`config.mk`:
```
export PLATFORM = sky130hd
export DESIGN_NAME = ebp_top
export DESIGN_NICKNAME = d
export VERILOG_FILES = /design/src/ebp_pkg.sv /design/src/ebp_sync.sv /design/src/ebp_top.sv
export VERILOG_INCLUDE_DIRS = /design/src /design/src/src
export SDC_FILE = /design/constraint.sdc
export NUM_CORES = 1
export LEC_CHECK = 0
export BUFFER_PORTS_ARGS = -buffer_cell sky130_fd_sc_hd__buf_2
export CORE_UTILIZATION = 51
export CTS_CLUSTER_SIZE = 24
export DETAILED_ROUTE_END_ITERATION = 7
export GPL_ROUTABILITY_DRIVEN = 0
export PLACE_DENSITY = 0.81
export SYNTH_ARGS = -nofsm -noshare
export SYNTH_HDL_FRONTEND = slang
export SYNTH_SLANG_ARGS = --single-unit
```
`constraint.sdc`:
```
create_clock -name clk -period 1.9 [get_ports clk]
set_input_delay 0.19 -clock clk [delete_from_list [all_inputs] [get_ports clk]]
set_output_delay 0.19 -clock clk [all_outputs]
set_load 0.03 [all_outputs]
```
`src/ebp_defs.svh`:
```
/*
  constants for the external bus pin state controller.
  assumes inclusion by bare name from design files only.
*/
`ifndef EBP_DEFS_SVH
`define EBP_DEFS_SVH
`define EBP_AD_W       16
`define EBP_ADDR_ZERO  16'h0000
`define EBP_HIGH       1'b1
`define EBP_LOW        1'b0
`define EBP_CNT_ZERO   4'h0
`define EBP_CNT_ONE    4'h1
`endif

```
`src/ebp_pkg.sv`:
```
/*
  types for the external bus pin state controller.
  assumes ebp_defs.svh is on the include path.
*/
`include "ebp_defs.svh"
`default_nettype none
package ebp_pkg;
  // operating status of the chip
  typedef enum logic [2:0] {
    EBP_RESET  = 3'h0,
    EBP_NORMAL = 3'h1,
    EBP_HALT   = 3'h3,
    EBP_STOP   = 3'h2,
    EBP_IDLE   = 3'h6,
    EBP_HOLD   = 3'h7
  } ebp_mode_t;

  // kind of access the core is making
  typedef enum logic [1:0] {
    EBP_ACC_NONE  = 2'h0,
    EBP_ACC_INTMEM = 2'h1,
    EBP_ACC_PERIPH = 2'h3,
    EBP_ACC_EXT   = 2'h2
  } ebp_acc_t;

  // core request towards the bus
  typedef struct packed {
    ebp_acc_t                 kind;
    logic [`EBP_AD_W-1:0]     addr;
    logic [`EBP_AD_W-1:0]     wdata;
    logic                     write;
    logic [1:0]               byte_en;
    logic [1:0]               cs_sel;
    logic                     addr_phase;
    logic                     bus_idle;
  } ebp_req_t;

  // one driven pin: value and enable
  typedef struct packed {
    logic o;
    logic oe;
  } ebp_pin_t;

  // all outgoing pins
  typedef struct packed {
    logic [`EBP_AD_W-1:0] ad_o;
    logic [`EBP_AD_W-1:0] ad_oe;
    ebp_pin_t             cs0;
    ebp_pin_t             cs1;
    ebp_pin_t             wr0;
    ebp_pin_t             wr1;
    ebp_pin_t             rd;
    ebp_pin_t             address_latch_strobe;
    ebp_pin_t             clk;
    ebp_pin_t             hlda;
  } ebp_pins_t;
endpackage
`default_nettype wire

```
`src/ebp_sync.sv`:
```
/*
  two-stage synchroniser, parameterised width.
  assumes the input is asynchronous to clk.
*/
`default_nettype none
module ebp_sync #(
  parameter int W = 1
) (
  // clock and reset
  input  wire logic         clk,
  input  wire logic         rst_n,
  // data
  input  wire logic [W-1:0] d,
  output logic      [W-1:0] q
);
  logic [W-1:0] meta_reg;

  initial begin
    if (W < 1) $error("width must be at least one");
  end

  // first stage feeds only the second
  always_ff @(posedge clk) begin
    if (!rst_n) begin
      meta_reg <= '0;
      q        <= '0;
    end else begin
      meta_reg <= d;
      q        <= meta_reg;
    end
  end
endmodule
`default_nettype wire

```
`src/ebp_top.sv`:
```
/*
  external bus pin state controller: sets level and drive of the
  multiplexed bus pins for each access kind and operating state.
  assumes mode and request come from core logic on clk; wait and hold
  request arrive from pins and are synchronised here.
*/
`include "ebp_defs.svh"
`default_nettype none
module ebp_top #(
  parameter int AD_W = `EBP_AD_W
) (
  // clock and reset
  input  wire logic                     clk,
  input  wire logic                     rst_n,
  // core side
  input  wire ebp_pkg::ebp_mode_t       core_mode,
  input  wire ebp_pkg::ebp_req_t        core_req,
  output logic                          hold_granted,
  output logic                          wait_active,
  output logic [AD_W-1:0]               rdata,
  // pins: muxed address/data
  input  wire logic [AD_W-1:0]          muxed_addr_data_lines_i,
  output logic [AD_W-1:0]               muxed_addr_data_lines_o,
  output logic [AD_W-1:0]               muxed_addr_data_lines_oe,
  // pins: chip selects and strobes
  output logic                          chip_select_zero_o,
  output logic                          chip_select_zero_oe,
  output logic                          chip_select_one_o,
  output logic                          chip_select_one_oe,
  output logic                          low_byte_write_strobe_n_o,
  output logic                          low_byte_write_strobe_n_oe,
  output logic                          high_byte_write_strobe_n_o,
  output logic                          high_byte_write_strobe_n_oe,
  output logic                          read_strobe_n_o,
  output logic                          read_strobe_n_oe,
  output logic                          address_latch_strobe_o,
  output logic                          address_latch_strobe_oe,
  // pins: clock, wait, hold
  output logic                          bus_clock_output_o,
  output logic                          bus_clock_output_oe,
  input  wire logic                     wait_n_i,
  input  wire logic                     hold_request_n_i,
  output logic                          hold_acknowledge_n_o,
  output logic                          hold_acknowledge_n_oe
);
  typedef struct packed {
    ebp_pkg::ebp_pins_t    pins;
    logic [AD_W-1:0]       held_ad;
    logic                  held_cs0;
    logic                  held_cs1;
    logic                  clk_tgl;
    logic                  hold_req;
    logic                  granted;
    logic                  waiting;
    logic [AD_W-1:0]       rdata;
  } ebp_state_t;

  ebp_state_t state_reg;
  ebp_state_t state_next;
  logic       wait_s;
  logic       hreq_s;

  initial begin
    if (AD_W != `EBP_AD_W) $error("bus width must match pin count");
  end

  // wait and hold request pin inputs pass two flip-flops
  ebp_sync #(.W(2)) u_sync (
    .clk   (clk),
    .rst_n (rst_n),
    .d     ({~wait_n_i, ~hold_request_n_i}),
    .q     ({wait_s, hreq_s})
  );

  // next pin levels from mode and access kind
  always_comb begin
    state_next = state_reg;
    state_next.clk_tgl = ~state_reg.clk_tgl;
    // default every pin released
    state_next.pins = '0;
    case (core_mode)
      ebp_pkg::EBP_RESET: begin
        state_next = '0;
      end
      ebp_pkg::EBP_HALT: begin
        state_next.pins.ad_o  = state_reg.pins.ad_o;        // undefined
        state_next.pins.ad_oe = {AD_W{`EBP_HIGH}};
        state_next.pins.cs0   = '{`EBP_HIGH, `EBP_HIGH};
        state_next.pins.cs1   = '{`EBP_HIGH, `EBP_HIGH};
        state_next.pins.wr0   = '{`EBP_HIGH, `EBP_HIGH};
        state_next.pins.wr1   = '{`EBP_HIGH, `EBP_HIGH};
        state_next.pins.rd    = '{`EBP_HIGH, `EBP_HIGH};
        state_next.pins.address_latch_strobe  = '{`EBP_HIGH, `EBP_HIGH};
        state_next.pins.clk   = '{state_next.clk_tgl, `EBP_HIGH};
        state_next.hold_req   = hreq_s;                     // sampled here
        state_next.pins.hlda  = '{`EBP_HIGH, `EBP_HIGH};
        state_next.granted    = `EBP_LOW;
      end
      ebp_pkg::EBP_IDLE, ebp_pkg::EBP_STOP: begin
        state_next.pins.cs0   = '{`EBP_HIGH, `EBP_HIGH};
        state_next.pins.cs1   = '{`EBP_HIGH, `EBP_HIGH};
        state_next.pins.wr0   = '{`EBP_HIGH, `EBP_HIGH};
        state_next.pins.wr1   = '{`EBP_HIGH, `EBP_HIGH};
        state_next.pins.rd    = '{`EBP_HIGH, `EBP_HIGH};
        state_next.pins.address_latch_strobe  = '{`EBP_HIGH, `EBP_HIGH};
        state_next.pins.clk   = '{`EBP_LOW, `EBP_HIGH};     // held low
        state_next.pins.hlda  = '{`EBP_HIGH, `EBP_HIGH};
        state_next.granted    = `EBP_LOW;
        state_next.waiting    = `EBP_LOW;                   // wait unsampled
      end
      ebp_pkg::EBP_HOLD: begin
        // bus lines released to the outside master
        state_next.pins.clk   = '{state_next.clk_tgl, `EBP_HIGH};
        state_next.hold_req   = hreq_s;
        state_next.pins.hlda  = '{~state_next.hold_req, `EBP_HIGH}; // low while held
        state_next.granted    = state_next.hold_req;
        state_next.waiting    = `EBP_LOW;
      end
      default: begin
        // normal operation
        state_next.pins.clk   = '{state_next.clk_tgl, `EBP_HIGH};
        state_next.pins.hlda  = '{`EBP_HIGH, `EBP_HIGH};
        state_next.granted    = `EBP_LOW;
        state_next.pins.cs0   = '{`EBP_HIGH, `EBP_HIGH};
        state_next.pins.cs1   = '{`EBP_HIGH, `EBP_HIGH};
        state_next.pins.wr0   = '{`EBP_HIGH, `EBP_HIGH};
        state_next.pins.wr1   = '{`EBP_HIGH, `EBP_HIGH};
        state_next.pins.rd    = '{`EBP_HIGH, `EBP_HIGH};
        state_next.pins.address_latch_strobe  = '{`EBP_HIGH, `EBP_HIGH};
        state_next.waiting    = `EBP_LOW;
        if (core_req.bus_idle) begin
          // idle state after the third bus state
          state_next.pins.ad_o  = state_reg.held_ad;
          state_next.pins.ad_oe = {AD_W{`EBP_HIGH}};
          state_next.pins.cs0   = '{state_reg.held_cs0, `EBP_HIGH};
          state_next.pins.cs1   = '{state_reg.held_cs1, `EBP_HIGH};
        end else if (core_req.kind == ebp_pkg::EBP_ACC_INTMEM) begin
          // address keeps stale value, data undriven
          state_next.pins.ad_o  = state_reg.pins.ad_o;
          state_next.pins.ad_oe = {AD_W{`EBP_LOW}};
        end else if (core_req.kind == ebp_pkg::EBP_ACC_PERIPH) begin
          // peripheral address shown, data floats, strobes stay high
          state_next.pins.ad_o  = core_req.addr;
          state_next.pins.ad_oe = core_req.addr_phase ? {AD_W{`EBP_HIGH}}
                                                      : {AD_W{`EBP_LOW}};
        end else if (core_req.kind == ebp_pkg::EBP_ACC_EXT) begin
          state_next.pins.cs0 = '{~core_req.cs_sel[0], `EBP_HIGH};
          state_next.pins.cs1 = '{~core_req.cs_sel[1], `EBP_HIGH};
          state_next.held_cs0 = ~core_req.cs_sel[0];
          state_next.held_cs1 = ~core_req.cs_sel[1];
          state_next.waiting  = wait_s;                     // sampled in external access cycles
          if (core_req.addr_phase) begin
            state_next.pins.ad_o  = core_req.addr;
            state_next.pins.ad_oe = {AD_W{`EBP_HIGH}};
            state_next.pins.address_latch_strobe  = '{`EBP_LOW, `EBP_HIGH};
          end else if (core_req.write) begin
            state_next.pins.ad_o  = core_req.wdata;
            state_next.pins.ad_oe = {AD_W{`EBP_HIGH}};
            state_next.pins.wr0   = '{~core_req.byte_en[0], `EBP_HIGH}; // low byte
            state_next.pins.wr1   = '{~core_req.byte_en[1], `EBP_HIGH}; // high byte
          end else begin
            state_next.pins.rd = '{`EBP_LOW, `EBP_HIGH};
            state_next.rdata   = muxed_addr_data_lines_i;
          end
          state_next.held_ad = state_next.pins.ad_o;
        end
      end
    endcase
  end

  // register the whole state
  always_ff @(posedge clk) begin
    if (!rst_n) begin
      state_reg <= '0;                                      // all pins float
    end else begin
      state_reg <= state_next;
    end
  end

  // outputs straight from the state register
  assign muxed_addr_data_lines_o     = state_reg.pins.ad_o;
  assign muxed_addr_data_lines_oe    = state_reg.pins.ad_oe;
  assign chip_select_zero_o          = state_reg.pins.cs0.o;
  assign chip_select_zero_oe         = state_reg.pins.cs0.oe;
  assign chip_select_one_o           = state_reg.pins.cs1.o;
  assign chip_select_one_oe          = state_reg.pins.cs1.oe;
  assign low_byte_write_strobe_n_o   = state_reg.pins.wr0.o;
  assign low_byte_write_strobe_n_oe  = state_reg.pins.wr0.oe;
  assign high_byte_write_strobe_n_o  = state_reg.pins.wr1.o;
  assign high_byte_write_strobe_n_oe = state_reg.pins.wr1.oe;
  assign read_strobe_n_o             = state_reg.pins.rd.o;
  assign read_strobe_n_oe            = state_reg.pins.rd.oe;
  assign address_latch_strobe_o      = state_reg.pins.address_latch_strobe.o;
  assign address_latch_strobe_oe     = state_reg.pins.address_latch_strobe.oe;
  assign bus_clock_output_o          = state_reg.pins.clk.o;
  assign bus_clock_output_oe         = state_reg.pins.clk.oe;
  assign hold_acknowledge_n_o        = state_reg.pins.hlda.o;
  assign hold_acknowledge_n_oe       = state_reg.pins.hlda.oe;
  assign hold_granted                = state_reg.granted;
  assign wait_active                 = state_reg.waiting;
  assign rdata                       = state_reg.rdata;
endmodule
`default_nettype wire
```
### After elaboration in Yosys (flattened, before gate mapping)

Index checks and enable logic that the tools add are counted.

| operators by class | value |
|---|---|
| eq/ne operators | 13 |
| muxes and demuxes | 35 |
| bitwise operators | 11 |
| reductions and logical operators | 13 |

Operators with widths:

| operator | count |
|---|---|
| 2-to-1 mux 32 bit | 9 |
| 2-to-1 mux 18 bit | 4 |
| 2-to-1 mux 17 bit | 4 |
| case mux 32 bit (2 select lines) | 1 |
| 2-to-1 mux 16 bit | 3 |
| 2-to-1 mux 44 bit | 1 |
| 2-to-1 mux 36 bit | 1 |
| case mux 18 bit (2 select lines) | 1 |
| case mux 16 bit (2 select lines) | 1 |
| 2-to-1 mux 12 bit | 2 |
| case mux 12 bit (2 select lines) | 1 |
| case mux 4 bit (3 select lines) | 1 |
| NOT 1 bit | 11 |
| inequality test 2 x 1 -> 1 bit, second input constant | 5 |
| 2-to-1 mux 8 bit | 1 |
| OR reduction 4 bit | 2 |
| AND reduction 7 bit | 1 |
| equality test 3 x 2 -> 1 bit, second input constant | 2 |
| equality test 3 bit, second input constant | 2 |
| 2-to-1 mux 6 bit | 1 |
| OR reduction 2 bit | 3 |
| AND reduction 5 bit | 1 |
| OR reduction 5 bit | 1 |
| equality test 2 bit, second input constant | 2 |
| 9 further kinds | 11 |

| word-level totals | value |
|---|---|
| bits in registers | 89 |
| bits of input ports | 64 |
| output and inout bits | 66 |
| word-level logic and storage cells | 99 |

### Logic depth before layout (Yosys ltp)

Gate-level depths: netlist of run 1.

| logic depth | value |
|---|---|
| depth after elaboration | 12 |
| mapped depth | 7 |
| depth with buffers taken out | 5 |

### Cells and area by module

Synthesis of run 1 repeated with hierarchy kept, for this count alone.

| unflattened totals | value |
|---|---|
| cells, all modules | 398 |
| area total of the unflattened synthesis | 3417.0 um^2 |

Modules (own cells, without submodules):

| module | instances | cells each | area each (um^2) | sequential area each (um^2) |
|---|---|---|---|---|
| ebp_top | 1 | 390 | 3311.9 | 1281.2 |
| ebp_sync | 1 | 8 | 105.1 | 80.1 |

### Least setup slack after synthesis of run 1

OpenSTA, ideal clock, no wires.

| timing | value |
|---|---|
| path kind | input-to-reg |
| from | input port core_req[39] (netlist bit) |
| to | register state_reg (netlist bit rdata[7]) |
| setup time | 121 ps |
| data arrival time | 1348 ps |
| required time | 1779 ps |
| path slack | 430 ps |
| cell stages on the path | 6 |
| path buffers | 3 |
| path through | buf_6 > or4b_4 > buf_6 > buf_8 > o31ai_2 > a21oi_1 |

| on the way | value |
|---|---|
| word-level cells in the longest chain between the ends | 3 |
| elaborated cells on any way between the ends | 7 |
| classes of those cells | eq/ne (5); reduce/logical (2) |

RTL lines:

| what | line | RTL |
|---|---|---|
| start, declared | ebp_top.sv:17 | `input wire ebp_pkg::ebp_req_t core_req,` |
| equality test 2 bit, or another cell as far along | ebp_top.sv:141 | `end else if (core_req.kind == ebp_pkg::EBP_ACC_PERIPH) begin` |
| inequality test 2 x 1 -> 1 bit (no source line) / nonzero test 2 bit (equally long branches) | -- |  |
| AND reduction 7 bit (no source line) * | -- |  |
| end signal, assigned | ebp_top.sv:176 | `state_reg <= state_next;` |
| end, declared | ebp_top.sv:58 | `ebp_state_t state_reg;` |

Mark *: on every way between the ends. The rest lies on a longest branch, timed or not.
A chain may end at the register's enable or synchronous reset.

==> reports/summary.txt, run 1 <==
dominant register cell in the synthesized netlist - dfxtp_1
Worst setup EP type - output pin
clock root cell - clkbuf_8
category of cells accounting for the largest share of critical-path delay - flip-flops
GRT overflow - 0
wire length after detailed routing - 9370 µm
# setup viols final - 0
die area - 7880 µm²
Die Y-Extent - 88.8 µm
number of ports placed on the die boundary - 130
path depth of the worst reg2reg path - 2
number of buffers added for setup after CTS - 0
Data required, critical path - 1710 ps
category of the most critical setup path - flop to output pin
global-route wire length before repair - 14300 µm
PD cells - 729 nW/µm²
accumulated negative setup slack - 0 ps
Row Count - 31
class of the most critical hold timing path - primary input to flop
number of global-route vias before repair - 3021
post-layout net count - 565
maximum fanout along the worst path - 16
largest stage delay on the critical path - 510 ps
Critical path origin - muxed_addr_data_lines_oe[14]
number of stages on the worst setup path - 1
clock period minus final worst setup slack - 1310 ps
Clock Tree Buf Depth - 2
buffer and inverter count on the worst path - 1
Diodes inserted - 0
Synth async-reset ratio - 0
clock net sink count - 68
DPL Wire Length - 6720 µm
Vias - 3456
Mapped Nets - 497
total power - 3180 µW
maximum number of pins on one net before global-route repair - 50
max-capacitance violation count - 0
worst skew pair latency - 340 ps
overall die width - 88.8 µm
unique cell type count in the Yosys netlist - 45
average cell area after synthesis - 8.87 µm²
Fin Hold WS - 111 ps
TritonCTS clock tree - built
remaining antenna violation count - 0
Reg-to-Reg End - muxed_addr_data_lines_o[1]
outcome - finished, final reports clean
kind of launch point of the worst setup path - flop
worst slew slack as a fraction of its limit - 0.611
detailed-routing iteration count for the pre-antenna-repair pass - 5
crit share post-route - 0.689
slew of the pin with the lowest slew margin - 580 ps
initial detailed-routing violation count - 261
crit path to - muxed_addr_data_lines_oe[8]
Slew Limit Fails - 0
combined global-route utilization of all metal layers - 0.239
Remaining DRCs - 0
post-route cell area - 4370 µm²
worst path cell trace - buf_2
port bufs - 129
register clock-pin slew on the reported worst setup and hold paths - 80 ps
Core Area - 7250 µm²
Via density - 5.71
sequential area share after synthesis - 0.355
timing-limited maximum frequency - 764 MHz
total standard cell area after synthesis - 3840 µm²
initial standard-cell utilization of the core - 0.529
synth-to-layout area growth - 13.7%
Clock Skews - 3.35 ps
FF-to-FF setup slack - 1070 ps
post-detailed-placement cell area - 4160 µm²
number of buffers created by CTS - 9
maximum ir drop on the vdd rail - 0.394 mV
slowest CP cell - dfxtp_1
number of antenna violations at the first check in global routing - 0
arrival time worst endpoint - 1120 ps
count of synthesis-stage warnings from yosys - 0
unrepaired setup endpoints after global routing - no
flop and latch count out of synthesis - 68
Gate Count Post-Synth - 433
start of the worst register-to-register path - state_reg[23]
number of synthesized flops with an enable pin - 0
share of final-layout standard cells stronger than drive strength 1 - 0.360
Routed wire per std cell - 15.5 µm
Hold Fails Final Rpt - 0
leakage component of the power - 0.00183 µW
max reg flops - 19
CTS HTree Levels - 3
launch point of the worst hold path - muxed_addr_data_lines_i[10]
layout by cell type, fill, tap and decap left out, types with 2 or more instances in the layout:
cell / count
nand2b_1: 16
nand2_1: 31
o21a_1: 19
a2111oi_0: 2
nor3b_1: 19
a21oi_1: 18
a211oi_1: 17
o31ai_1: 9
nand3b_1: 17
clkinvlp_4: 3
dfxtp_1: 68
nand4bb_1: 2
and2_1: 3
nor3_1: 5
and3_1: 4
a221o_1: 2
o21ai_0: 19
nand3_1: 2
o311ai_0: 12
clkbuf_8: 9
o31ai_2: 9
nor4b_4: 2
or3b_1: 2
nand4_1: 16
dlygate4sd3_1: 2
o22ai_1: 2
nor2_1: 4
inv_6: 2
nor2b_1: 3
buf_2: 129
a32o_1: 13
buf_4: 22
inv_1: 8
worst min-delay path by stage:
stage | to | slack [ps] | cells after the start
2_1_floorplan | u_sync.meta_reg[0] | 260 | 1
3_3_place_gp | u_sync.meta_reg[0] | 340 | 2
3_5_place_dp | u_sync.meta_reg[0] | 350 | 2
4_1_cts | rdata[10] | 100 | 3
5_1_grt | rdata[12] | 110 | 3
6_report | rdata[10] | 110 | 3
power breakdown:
part | internal [µW] | total [µW] | switching [µW] | leakage, µW
clock network | 492 | 1090 | 603 | 0.0000844
logic | 200 | 598 | 398 | 0.00119
registers | 1470 | 1490 | 23.3 | 0.000554
total | 2160 | 3180 | 1020 | 0.00183
area by class of cell:
cell class	instances	area (µm²)
sequential	68	1360
clock buffer	9	124
fill	662	2890
inverter	9	33.8
tap	99	124
multi-input combinational	260	1830
clock inverter	7	60.1
timing repair buffer	153	831
cells in the mapped netlist, types with 3 or more instances:
| cell | instances | area [µm²] |
|---|---|---|
| dfxtp_1 | 68 | 1360 |
| buf_4 | 55 | 413 |
| nand2_1 | 31 | 116 |
| clkbuf_1 | 23 | 86.3 |
| nor3b_1 | 19 | 143 |
| o21a_1 | 19 | 143 |
| o21ai_0 | 19 | 95.1 |
| a21oi_1 | 18 | 90.1 |
| a211oi_1 | 17 | 128 |
| nand3b_1 | 17 | 128 |
| nand2b_1 | 16 | 100 |
| nand4_1 | 16 | 100 |
| buf_2 | 15 | 75.1 |
| a32o_1 | 13 | 130 |
| o311ai_0 | 12 | 105 |
| o31ai_1 | 9 | 67.6 |
| o31ai_2 | 9 | 113 |
| inv_1 | 8 | 30.0 |
| nor3_1 | 5 | 25.0 |
| and3_1 | 4 | 25.0 |
| nor2_1 | 4 | 15.0 |
| and2_1 | 3 | 18.8 |
| nor2b_1 | 3 | 18.8 |
metal layers:
layer,routed length (µm),share of wire,up-vias,track usage
met4,160,0.017,0,0.110
met2,4480,0.48,143,0.385
met5,0,0,-,0
met1,4110,0.44,1621,0.309
met3,614,0.066,13,0.0457
li1,-,-,1679,-
per-stage QoR:
step / setup WS [ps] / cells / util
2_1_floorplan: 430 / 433 / -
4_1_cts: 560 / 605 / 0.602
5_1_grt: 434 / 605 / 0.602
3_5_place_dp: 299 / 587 / 0.574
6_report: 591 / 605 / 0.602
3_3_place_gp: 353 / 587 / 0.574
cell families after synthesis:
group / after synthesis / synth area share
compound gates: 130 / 0.259
buf+inv: 105 / 0.168
flops: 68 / 0.355
simple gates: 130 / 0.218
timing repair:
item,CTS,global route
hold buffers,2,0
hold endpoints to repair,2,0
gates resized for setup,0,0
endpoints found under the setup margin,0,0
(Power assumes the default switching activity.)
==> run 2: changes to the inputs <==
ABC_AREA = 1   (was not set)
CORE_UTILIZATION = 45   (was 51)
PLACE_DENSITY = 0.77   (was 0.81)
clock period = 1.1 ns   (was 1.9 ns; I/O delays follow)
==> run 2 against run 1 <==
Sequential share of layout area decreased by 0.82 points. First-iteration DRC count decreased by 41%. Non-clock buffer count increased by 23. Critical path depth did not move. Area after synthesis fell by 6.9%. Sequential cell count did not move. Global-route usage down 0.90 points. Synthesized cell count up 18%. Highest routed layer unchanged.
==> reports/summary.txt, run 2 <==
initial standard-cell utilization of the core - 0.465
clock period minus final worst setup slack - 1080 ps
accumulated negative setup slack - 0 ps
arrival time worst endpoint - 970 ps
share of total power in the clock network - 0.401
GRT overflow - 0
synth-to-layout area growth - 25.9%
unrepaired setup endpoints after global routing - yes
largest family of logic cells by synthesized area - simple AND/OR/NAND/NOR gates
max-capacitance violation count - 0
Mapped Nets - 574
Net Sw Frac - 0.275
worst setup slack after layout - 17.2 ps
fraction of synthesized area in multiplexers - 0
count of synthesis-stage warnings from yosys - 0
class of the most critical hold timing path - primary input to flop
combined global-route utilization of all metal layers - 0.230
slew of the pin with the lowest slew margin - 446 ps
fraction of the mapped netlist area in compound gates - 0.109
sequential area share after synthesis - 0.381
number of ports placed on the die boundary - 130
category of the most critical setup path - flop to output pin
maximum ir drop on the vdd rail - 0.736 mV
Clock Tree Buf Depth - 2
clock net sink count - 68
Gate Count Post-Synth - 510
timing-limited maximum frequency - 924 MHz
switching power of the nets - 1690 µW
Core Area - 7690 µm²
post-synth top area cell - dfxtp_1
Synth Area in XOR/XNOR - 0
dominant register cell in the synthesized netlist - dfxtp_1
worst skew pair latency - 350 ps
Post-Synth Simple-Gate Area - 0.326
total standard cell area after synthesis - 3570 µm²
crit share post-route - 0.984
global-route wire length before repair - 15100 µm
worst slew slack as a fraction of its limit - 0.702
Data required, critical path - 990 ps
worst path cell trace - buf_2
category of cells accounting for the largest share of critical-path delay - flip-flops
Hold Fails Final Rpt - 0
most frequent standard cell in the layout excluding fill and tap cells - nand2_1
share of the synthesized area in the top cell type - 0.381
detailed-routing iteration count for the pre-antenna-repair pass - 4
total power - 6140 µW
Synth async-reset ratio - 0
leading cell type by number of instances after synthesis - nand2_1
cell types occupying the most area after synthesis - dfxtp_1 (38%), nand2_1 (15%), buf_4 (13%), nand3_1 (10%), a21oi_1 (7.1%)
Clock Skews - 7.93 ps
Routed wire per std cell - 12.7 µm
slowest CP cell - dfxtp_4
clock root cell - clkbuf_8
Fin Hold WS - 13.4 ps
number of global-route vias before repair - 3402
flop and latch count out of synthesis - 68
DPL Wire Length - 6720 µm
register clock-pin slew on the reported worst setup and hold paths - 70 ps
wire length after detailed routing - 9190 µm
Row Count - 32
Slew Limit Fails - 0
number of antenna violations at the first check in global routing - 0
overall die width - 91.1 µm
kind of launch point of the worst setup path - flop
Vias - 3636
Die Y-Extent - 91.1 µm
leakage component of the power - 0.00217 µW
FF-to-FF setup slack - 180 ps
unique cell type count in the Yosys netlist - 28
post-layout net count - 683
number of buffers created by CTS - 9
number of buffers added for setup after CTS - 0
worst setup slack after placement - -202 ps
Worst setup EP type - output pin
top cells by count, synth - nand2_1 (139), nand3_1 (73), dfxtp_1 (68), buf_4 (61), a21oi_1 (51)
Diodes inserted - 0
internal power summed over all cells - 4450 µW
total area of multi-input combinational cells - 1570 µm²
CTS HTree Levels - 3
port bufs - 129
outcome - finished, final reports clean
share of final-layout standard cells stronger than drive strength 1 - 0.350
average cell area after synthesis - 7.01 µm²
TritonCTS clock tree - built
dpl cells - 702
launch point of the worst hold path - muxed_addr_data_lines_i[15]
number of standard cells in the final layout excluding fillers - 725
adder-cell share of the synthesized area - 0
start of the worst register-to-register path - state_reg[24]
# setup viols final - 0
sequential group share of total power - 0.419
Critical path origin - muxed_addr_data_lines_oe[14]
die area - 8300 µm²
leading cell types in the layout, fill and taps excluded - nand2_1 (137), buf_2 (126), nand3_1 (70)
Logic pwr share - 0.180
max reg flops - 19
remaining antenna violation count - 0
buffer and inverter count on the worst path - 1
Remaining DRCs - 0
Storage cell area - 1370 µm²
maximum number of pins on one net before global-route repair - 21
PD cells - 1360 nW/µm²
Via density - 5.02
maximum fanout along the worst path - 16
initial detailed-routing violation count - 153
number of synthesized flops with an enable pin - 0
final-layout fill cell count - 745
largest stage delay on the critical path - 410 ps
[run 2: per-layer routing]
metal,vias to the layer above,global-route usage,part of all wire
li1,1815,-,-
met1,1638,0.274,0.43
met2,163,0.390,0.48
met3,20,0.0444,0.068
met4,0,0.119,0.027
met5,-,0,0
[run 2: layout make-up]
| type | count | share of cell area |
|---|---|---|
| well taps | 102 | 0.0284 |
| clock buffers | 9 | 0.0275 |
| inverters | 34 | 0.0295 |
| flip-flops and latches | 68 | 0.304 |
| multi-input cells | 330 | 0.349 |
| repair buffers | 176 | 0.236 |
| clock inverters | 6 | 0.0253 |
[run 2: kinds of logic after synthesis]
family                 after synthesis
AND/OR/NAND/NOR                    258
buffers and inverters              112
flip-flops                          68
AO/OA/AOI/OAI                       72
[run 2: path summary, 6_finish.rpt]
kind,end,cells past startpoint
max,muxed_addr_data_lines_oe[8],1
max reg2reg,muxed_addr_data_lines_o[2],3
min,rdata[15],3
min reg2reg,u_sync.q[1],2
[run 2: worst register-to-register path, cell delays in order, from the launching register on]
cell     delay [ps]
dfxtp_1         320
or2_2           300
nand3_1         130
a21oi_1          80
[run 2: timing repair]
action,in CTS,in global routing
hold buffers,8,0
pin swaps,0,0
endpoints found under the setup margin,16,21
gates resized for setup,3,3
endpoints found under the hold margin,8,0
[run 2: stage by stage]
step | util | cell area [µm²]
6_report | 0.585 | 4500
5_1_grt | 0.585 | 4500
4_1_cts | 0.585 | 4490
3_5_place_dp | 0.542 | 4170
3_3_place_gp | 0.542 | 4170
2_1_floorplan | - | 3620
[run 2: power groups by stage]
| stage | sequential (µW) | combinational, µW | clock (µW) |
|---|---|---|---|
| detailed placement | 2630 | 1070 | 0 |
| finish | 2570 | 1110 | 2460 |
| CTS | 2580 | 1100 | 2490 |
| global route | 2580 | 1200 | 2600 |
| global placement | 2630 | 1060 | 0 |
| floorplan | 2690 | 679 | 0 |
